`src/core/emc_map.svh`:
```
// Widths, reset values, codes and characters of the error mask block
`ifndef EMC_MAP_SVH
`define EMC_MAP_SVH
// ----------------------------------------------------------------
// Widths and reset values
// ----------------------------------------------------------------
`define EMC_ERR_W 15
`define EMC_MASK_RESET 15'h7fff
`define EMC_ERR_CLEAR 15'h0000
`define EMC_STATUS_ERR_BIT 5
// ----------------------------------------------------------------
// End-or-identify mode codes
// ----------------------------------------------------------------
`define EMC_EOI_OFF 2'h0
`define EMC_EOI_ON 2'h1
`define EMC_EOI_ALWAYS 2'h2
// ----------------------------------------------------------------
// Framing characters
// ----------------------------------------------------------------
`define EMC_CHR_COMMA 8'h2c
`define EMC_CHR_CR 8'h0d
`define EMC_CHR_LF 8'h0a
// ----------------------------------------------------------------
// Framer state codes, one-hot
// ----------------------------------------------------------------
`define EMC_ST_DATA 4'h1
`define EMC_ST_COMMA 4'h2
`define EMC_ST_CR 4'h4
`define EMC_ST_LF 4'h8
`endif

```
`src/core/emc_pkg.sv`:
```
// Types shared by the error mask and end-of-message block
`include "emc_map.svh"
package emc_pkg;
   typedef enum logic [1:0] {
      EMC_EOI_OFF = `EMC_EOI_OFF,
      EMC_EOI_ON = `EMC_EOI_ON,
      EMC_EOI_ALWAYS = `EMC_EOI_ALWAYS
   } emc_eoi_mode_t;

   typedef enum logic [3:0] {
      EMC_ST_DATA = `EMC_ST_DATA,
      EMC_ST_COMMA = `EMC_ST_COMMA,
      EMC_ST_CR = `EMC_ST_CR,
      EMC_ST_LF = `EMC_ST_LF
   } emc_state_t;

   // One byte of a reading as offered by the measurement side
   typedef struct packed {
      logic [7:0] data;
      logic last_byte;
      logic last_reading;
   } emc_rd_byte_t;

   // One byte as handed to the bus, with its end-or-identify flag
   typedef struct packed {
      logic [7:0] data;
      logic eoi;
   } emc_out_byte_t;
endpackage

```
`src/core/emc_core.sv`:
```
// Error latching, error mask, summary bit and reading framer with EOI
//
// Contract
// - Every error latches regardless of mask
// - Mask bit only gates the summary bit
// - Mask value is weighted sum, bits 0..14
// - Bits 0..7: hardware to memory faults
// - Bits 8..14: overload to system fault
// - Mask is all ones after reset, defaults
// - Mask query returns present mask
// - Mode OFF never asserts EOI
// - Mode ON: EOI on last reading only
// - Mode ALWAYS: EOI every reading's final byte
// - OFF after reset, ALWAYS on defaults
// - Direct ASCII readings end in cr lf only
// - Recalled ASCII group: commas, one cr lf
// - No commas direct, implied, or binary
// - High speed turns ALWAYS into ON
// - Mode query returns mode in effect
// - Error query returns, clears register, summary
`timescale 1ns/1ps
`include "emc_map.svh"
module emc_core (
   input wire logic mclk,
   input wire logic rst,
   input wire logic defaults_apply,
   input wire logic mask_wr,
   input wire logic [`EMC_ERR_W-1:0] mask_wdata,
   output logic [`EMC_ERR_W-1:0] error_enable_mask,
   input wire logic [`EMC_ERR_W-1:0] err_event,
   input wire logic err_query,
   output logic [`EMC_ERR_W-1:0] err_value,
   output logic err_value_valid,
   output logic [7:0] status_byte,
   input wire logic eoi_wr,
   input wire logic [1:0] eoi_wdata,
   output emc_pkg::emc_eoi_mode_t eoi_mode_q,
   input wire logic ascii_format,
   input wire logic recall_active,
   input wire logic multi_reading,
   input wire logic high_speed,
   input wire logic rd_valid,
   output logic rd_ready,
   input wire emc_pkg::emc_rd_byte_t rd_in,
   output logic out_valid,
   input wire logic out_ready,
   output emc_pkg::emc_out_byte_t out_byte
);
   import emc_pkg::*;

   // -------------------------------------------------------------
   // Error register and mask
   // -------------------------------------------------------------
   // Bit positions: 0 hardware, 1 calibration, 2 trigger too fast,
   // 3 syntax, 4 remote forbidden, 5 undefined parameter, 6 out of
   // range, 7 memory, 8 overload, 9 out of cal, 10 cal required,
   // 11 settings conflict, 12 math, 13 subprogram, 14 system.
   logic [`EMC_ERR_W-1:0] err_reg;
   logic [`EMC_ERR_W-1:0] next_err;
   logic [`EMC_ERR_W-1:0] next_mask;
   emc_eoi_mode_t eoi_mode;
   emc_eoi_mode_t next_eoi_mode;
   wire eoi_code_ok = (eoi_wdata != 2'h3);

   // A query clears, but an error landing in the same cycle survives
   assign next_err = err_event |
      (err_query ? `EMC_ERR_CLEAR : err_reg);
   // Defaults outrank a write issued in the same cycle
   assign next_mask = defaults_apply ? `EMC_MASK_RESET :
      (mask_wr ? mask_wdata : error_enable_mask);
   assign next_eoi_mode = defaults_apply ? EMC_EOI_ALWAYS :
      ((eoi_wr && eoi_code_ok) ? emc_eoi_mode_t'(eoi_wdata) :
      eoi_mode);

   // Error and mask registers; mask is readable as-is
   always_ff @(posedge mclk or posedge rst) begin
      if (rst) begin
         err_reg <= `EMC_ERR_CLEAR;
         error_enable_mask <= `EMC_MASK_RESET;
         eoi_mode <= EMC_EOI_OFF;
      end else begin
         err_reg <= next_err;
         error_enable_mask <= next_mask;
         eoi_mode <= next_eoi_mode;
      end
   end

   // Query answer is the value before the clear, one cycle later
   always_ff @(posedge mclk or posedge rst) begin
      if (rst) begin
         err_value <= `EMC_ERR_CLEAR;
         err_value_valid <= 1'b0;
      end else begin
         err_value_valid <= err_query;
         if (err_query) begin
            err_value <= err_reg;
         end
      end
   end

   // -------------------------------------------------------------
   // Summary bit
   // -------------------------------------------------------------
   // Combinational from both registers so a mask write takes hold at
   // once; the masked-off bits stay latched for a later query.
   wire summary_err =
      |(err_reg & error_enable_mask);
   always_comb begin
      status_byte = 8'h00;
      status_byte[`EMC_STATUS_ERR_BIT] = summary_err;
   end

   // -------------------------------------------------------------
   // Effective end-or-identify mode
   // -------------------------------------------------------------
   emc_eoi_mode_t eoi_eff;
   wire hs_demote = high_speed && (eoi_mode == EMC_EOI_ALWAYS);
   wire emc_eoi_mode_t next_eff = hs_demote ? EMC_EOI_ON : eoi_mode;
   always_ff @(posedge mclk or posedge rst) begin
      if (rst) begin
         eoi_eff <= EMC_EOI_OFF;
      end else begin
         eoi_eff <= next_eff;
      end
   end
   assign eoi_mode_q = eoi_eff;

   // -------------------------------------------------------------
   // Reading framer
   // -------------------------------------------------------------
   emc_state_t state;
   emc_state_t next_state;
   logic term_eoi;
   logic push_valid;
   logic push_ready;
   emc_out_byte_t push_byte;

   // EOI decision for the final byte of the current reading
   wire final_eoi = (eoi_eff == EMC_EOI_ALWAYS) ||
      ((eoi_eff == EMC_EOI_ON) && (!multi_reading ||
      rd_in.last_reading));
   wire rd_final = rd_in.last_byte;
   // Commas only between recalled ASCII readings of one group
   wire use_comma = recall_active && !rd_in.last_reading;
   wire in_data = (state == EMC_ST_DATA);
   wire take = in_data && rd_valid && push_ready;

   // Only the data state draws from the reading source
   assign rd_ready = in_data && push_ready;

   // Byte offered to the buffer for each state
   always_comb begin
      push_valid = 1'b1;
      push_byte.data = rd_in.data;
      push_byte.eoi = 1'b0;
      unique case (state)
         EMC_ST_DATA: begin
            push_valid = rd_valid;
            // Binary readings carry EOI on their own last byte
            push_byte.eoi = rd_final && !ascii_format && final_eoi;
         end
         EMC_ST_COMMA: begin
            push_byte.data = `EMC_CHR_COMMA;
            push_byte.eoi = term_eoi;
         end
         EMC_ST_CR: begin
            push_byte.data = `EMC_CHR_CR;
         end
         EMC_ST_LF: begin
            push_byte.data = `EMC_CHR_LF;
            push_byte.eoi = term_eoi;
         end
         default: begin
            push_valid = 1'b0;
         end
      endcase
   end

   // Terminator sequencing after an ASCII reading's last byte
   always_comb begin
      next_state = state;
      unique case (state)
         EMC_ST_DATA: begin
            if (take && rd_final && ascii_format) begin
               next_state = use_comma ? EMC_ST_COMMA :
                  EMC_ST_CR;
            end
         end
         EMC_ST_COMMA: begin
            if (push_ready) begin
               next_state = EMC_ST_DATA;
            end
         end
         EMC_ST_CR: begin
            if (push_ready) begin
               next_state = EMC_ST_LF;
            end
         end
         EMC_ST_LF: begin
            if (push_ready) begin
               next_state = EMC_ST_DATA;
            end
         end
         default: begin
            next_state = EMC_ST_DATA;
         end
      endcase
   end

   // State and the held EOI for the terminator byte
   always_ff @(posedge mclk or posedge rst) begin
      if (rst) begin
         state <= EMC_ST_DATA;
         term_eoi <= 1'b0;
      end else begin
         state <= next_state;
         if (take && rd_final) begin
            term_eoi <= final_eoi;
         end
      end
   end

   // A stalled bus fills the buffer, which then holds the framer
   emc_buf2 #(
      .W($bits(emc_out_byte_t))
   ) u_buf (
      .mclk(mclk),
      .rst(rst),
      .in_valid(push_valid),
      .in_ready(push_ready),
      .in_data(push_byte),
      .out_valid(out_valid),
      .out_ready(out_ready),
      .out_data(out_byte)
   );

   wire pushed = push_valid && push_ready;
endmodule

```
`src/core/emc_buf2.sv`:
```
// Two-entry buffer with valid and ready on both sides
`timescale 1ns/1ps
module emc_buf2 #(
   parameter int W = 9
) (
   input wire logic mclk,
   input wire logic rst,
   input wire logic in_valid,
   output logic in_ready,
   input wire logic [W-1:0] in_data,
   output logic out_valid,
   input wire logic out_ready,
   output logic [W-1:0] out_data
);
   logic [W-1:0] slot0;
   logic [W-1:0] slot1;
   logic [1:0] count;
   wire push = in_valid && in_ready;
   wire pop = out_valid && out_ready;

   // Full and empty follow the count only
   assign in_ready = (count != 2'h2);
   assign out_valid = (count != 2'h0);
   assign out_data = slot0;

   // Slot 0 is always the head; slot 1 shifts down on a pop
   always_ff @(posedge mclk or posedge rst) begin
      if (rst) begin
         slot0 <= '0;
         slot1 <= '0;
         count <= 2'h0;
      end else begin
         if (pop) begin
            slot0 <= (count == 2'h2) ? slot1 : in_data;
         end else if (push && count == 2'h0) begin
            slot0 <= in_data;
         end
         if (push && ((count == 2'h1 && !pop) || count == 2'h2)) begin
            slot1 <= in_data;
         end
         count <= count + {1'b0, push} - {1'b0, pop};
      end
   end
endmodule

```
`config.mk`:
```
export PLATFORM = sky130hd
export DESIGN_NAME = emc_core
export DESIGN_NICKNAME = d
export VERILOG_FILES = /design/src/core/emc_pkg.sv /design/src/core/emc_core.sv /design/src/core/emc_buf2.sv
export VERILOG_INCLUDE_DIRS = /design/src /design/src/core
export SDC_FILE = /design/constraint.sdc
export NUM_CORES = 1
export LEC_CHECK = 0
export BUFFER_PORTS_ARGS = -buffer_cell sky130_fd_sc_hd__buf_4
export CORE_AREA = 2 2 86 88
export CTS_BUF_LIST = sky130_fd_sc_hd__clkbuf_4 sky130_fd_sc_hd__clkbuf_8
export CTS_CLUSTER_SIZE = 24
export DETAILED_ROUTE_END_ITERATION = 10
export DIE_AREA = 0 0 88 90
export GPL_TIMING_DRIVEN = 1
export PLACE_DENSITY = 0.9
export SKIP_LAST_GASP = 1
export SLEW_MARGIN = 0
export SYNTH_ARGS = -nofsm -noshare
export SYNTH_HDL_FRONTEND = slang
export SYNTH_SLANG_ARGS = --single-unit
```
`constraint.sdc`:
```
create_clock -name mclk -period 2.6 [get_ports mclk]
set_input_delay 0.52 -clock mclk [delete_from_list [all_inputs] [get_ports mclk]]
set_output_delay 0.52 -clock mclk [all_outputs]
set_load 0.03 [all_outputs]
```
==> results.ini <==
[outcome]
status = complete, no violations

[route]
drt_iter0_markers = 43
vias = 2631
wirelength_mm = 7.862
wl_per_cell_um = 16.01
vias_per_cell = 5.358
dr.pass1.iters = 4
route.detailed.drc = 0
antenna_left = 0

[cts]
cts_made_buffers = 9
cts-root-buf = clkbuf_8
cts_tree = done
htreeDepth = 3
cts_max_path_buffers = 2
clock-sinks = 75
cts_setup_buffers = 0
post_cts_resized = 0
cts_hold_buf = 0
clkSlewWorstSetupHoldPaths_ns = 0.09
clock_latency_ns = 0.35

[synth]
ys_ff_latch = 75
synth_common_cells = dfrtp_1 (59), nor2b_1 (20), mux2_2 (19)
synth_fa_ha_area_frac = 0.007008
synth_top_cell_area_share = 0.4135
syn_area_um2 = 3571
async_flop_share = 1.000
synth_most_common_cell = dfrtp_1
synth_top_family_by_area = compound AO/OA/AOI/OAI gates
yosysWarnings = 0
netlist_top_cells_area = dfrtp_1 (41%), dfstp_2 (12%), mux2_2 (6.0%), a211o_1 (4.2%), mux2_4 (3.8%)
syn_inst = 296
yosysSeqAreaShare = 0.5312
synthXorXnorAreaFrac = 0.01191
synth_area_per_cell_um2 = 12.06
ys.flop_type = dfrtp_1
synth_edf_count = 0
synth_simple_gate_area_frac = 0.1107
synth_cell_types = 56
muxShareOfSynthArea = 0.1160
synth_area_leader_cell = dfrtp_1
synth_compound_area_frac = 0.1605

[job]
cap_viol_max_count = 0

[setup_path]
worstPathMaxFanout = 13
worstSetupStartpointType = register
reg2reg_slack_ns = 0.61
end_kind = output port
crit_arrival_ns = 1.83
cp.required_ns = 2.08
path_class = register to output port

[floorplanning]
die_area_um2 = 7920
initial_core_util = 0.5086
dieHeight_um = 90
die_w_um = 88
core_area_um2 = 7020
io_pins = 106
num_rows = 31

[timing]
slew_headroom = 0.5284
slew_viol_final = 0
finalCriticalPeriod_ns = 2.345
worst_pin_slew_ns = 0.7075
layout_worst_path_cycle_share = 0.9019
rsz0062_at_grt = false
setup_viol = 0
fin_setup_tns_ns = 0
skew_ns = 0.004815
max_freq_mhz = 426.4
hold_violations = 0

[global_route]
grt_pass1_wl_mm = 12.98
use_met3 = 0.06612
grt_overflow = 0
antenna_found_initial = 0
met1_usage = 0.2559
grt_max_degree = 51
grt_busiest_layer = met2
grt_usage = 0.2097
grt_use_met2 = 0.3365
grt_pass1_vias = 2779

[final_layout]
fillers = 564
drive_above_1_share = 0.4362
final_core_utilization = 0.6370
n_antenna_cell = 0
fin_nets = 443
synthToLayoutAreaGrowth_pct = 25.23
multi_input_area_um2 = 1476
stdcell_count = 491
seq_area_um2 = 1897

[place]
dpl.cell_count = 475
dp_hpwl_mm = 5.793
finalWeightedCongestion = 0.8739
numPortBuffers = 98

[power]
leakagePower_nw = 2.075
p_per_area_nw_per_um2 = 809.9
peakVddDrop_v = 0.0003471

[worst_hold_path]
hold_path_class = input pin to asynchronous set/reset pin

cell families (layout without fill, tap and decap cells):
logic type / count (synthesis) / after routing
multiplexers: 34 / 34
AND/OR/NAND/NOR: 73 / 73
flip-flops: 75 / 75
other: 1 / 7
adder cells (fa/ha/maj): 2 / 2
AO/OA/AOI/OAI: 72 / 72
buffers and inverters: 35 / 125
XOR/XNOR: 4 / 4
placed cells by master, fill, tap and decap left out, types with 3 or more instances in the layout:
cell / count
nor3_1: 4
nand2_1: 17
xnor2_1: 3
nand3_1: 8
buf_4: 98
nor2_1: 8
a21o_1: 16
dfstp_2: 16
a22oi_1: 4
a21oi_1: 7
mux2_2: 19
clkbuf_8: 9
inv_6: 3
nand2b_1: 3
nand4_1: 3
nor2b_1: 20
o21ai_0: 5
mux2_4: 9
o21ai_1: 5
mux2_1: 4
conb_1: 7
dfrtp_1: 59
a211o_1: 17
inv_1: 8
metal layers:
layer / wire length [µm] / part of all wire
met3: 694 / 0.088
met1: 3098 / 0.39
met4: 198 / 0.025
met2: 3870 / 0.49
met5: 0 / 0
worst paths after layout:
check                              from                   end  cells after the start
max                            state[0]              rd_ready                      3
min                                 rst        u_buf.slot1[7]                      2
max reg2reg                    state[3]     u_buf.out_data[5]                      5
max in group asynchronous           rst  error_enable_mask[8]                      3
min in group mclk          err_event[9]            err_reg[9]                      2
min reg2reg                 eoi_mode[0]         eoi_mode_q[0]                      2
stage by stage:
stage | instance area (µm²) | worst slack, ns | hold WS (ns) | total power, mW
finish | 4472 | 0.2550 | 0.2323 | 3.622
global route | 4472 | 0.1224 | 0.2647 | 3.805
CTS | 4472 | 0.2667 | 0.2374 | 3.650
detailed placement | 4290 | 0.6512 | 0.4756 | 2.807
global placement | 4290 | 0.6907 | 0.4372 | 2.750
floorplan | 3593 | 0.1965 | 0.4238 | 2.448
final cells by class:
type | count | share of cell area
multi-input combinational | 192 | 0.3302
sequential | 75 | 0.4242
clock buffer | 9 | 0.02770
timing repair buffer | 99 | 0.1690
inverter | 10 | 0.008394
tap | 99 | 0.02770
clock inverter | 7 | 0.01287
critical path, stage by stage (launching register included):
cell,delay [ns]
dfstp_2,0.71
inv_2,0.15
nor4_2,0.38
buf_4,0.23
power by group:
part | switching, mW | internal, mW
Combinational | 0.665 | 0.560
Sequential | 0.149 | 1.40
Clock | 0.482 | 0.361
Total | 1.30 | 2.33
(Power assumes the default switching activity.)
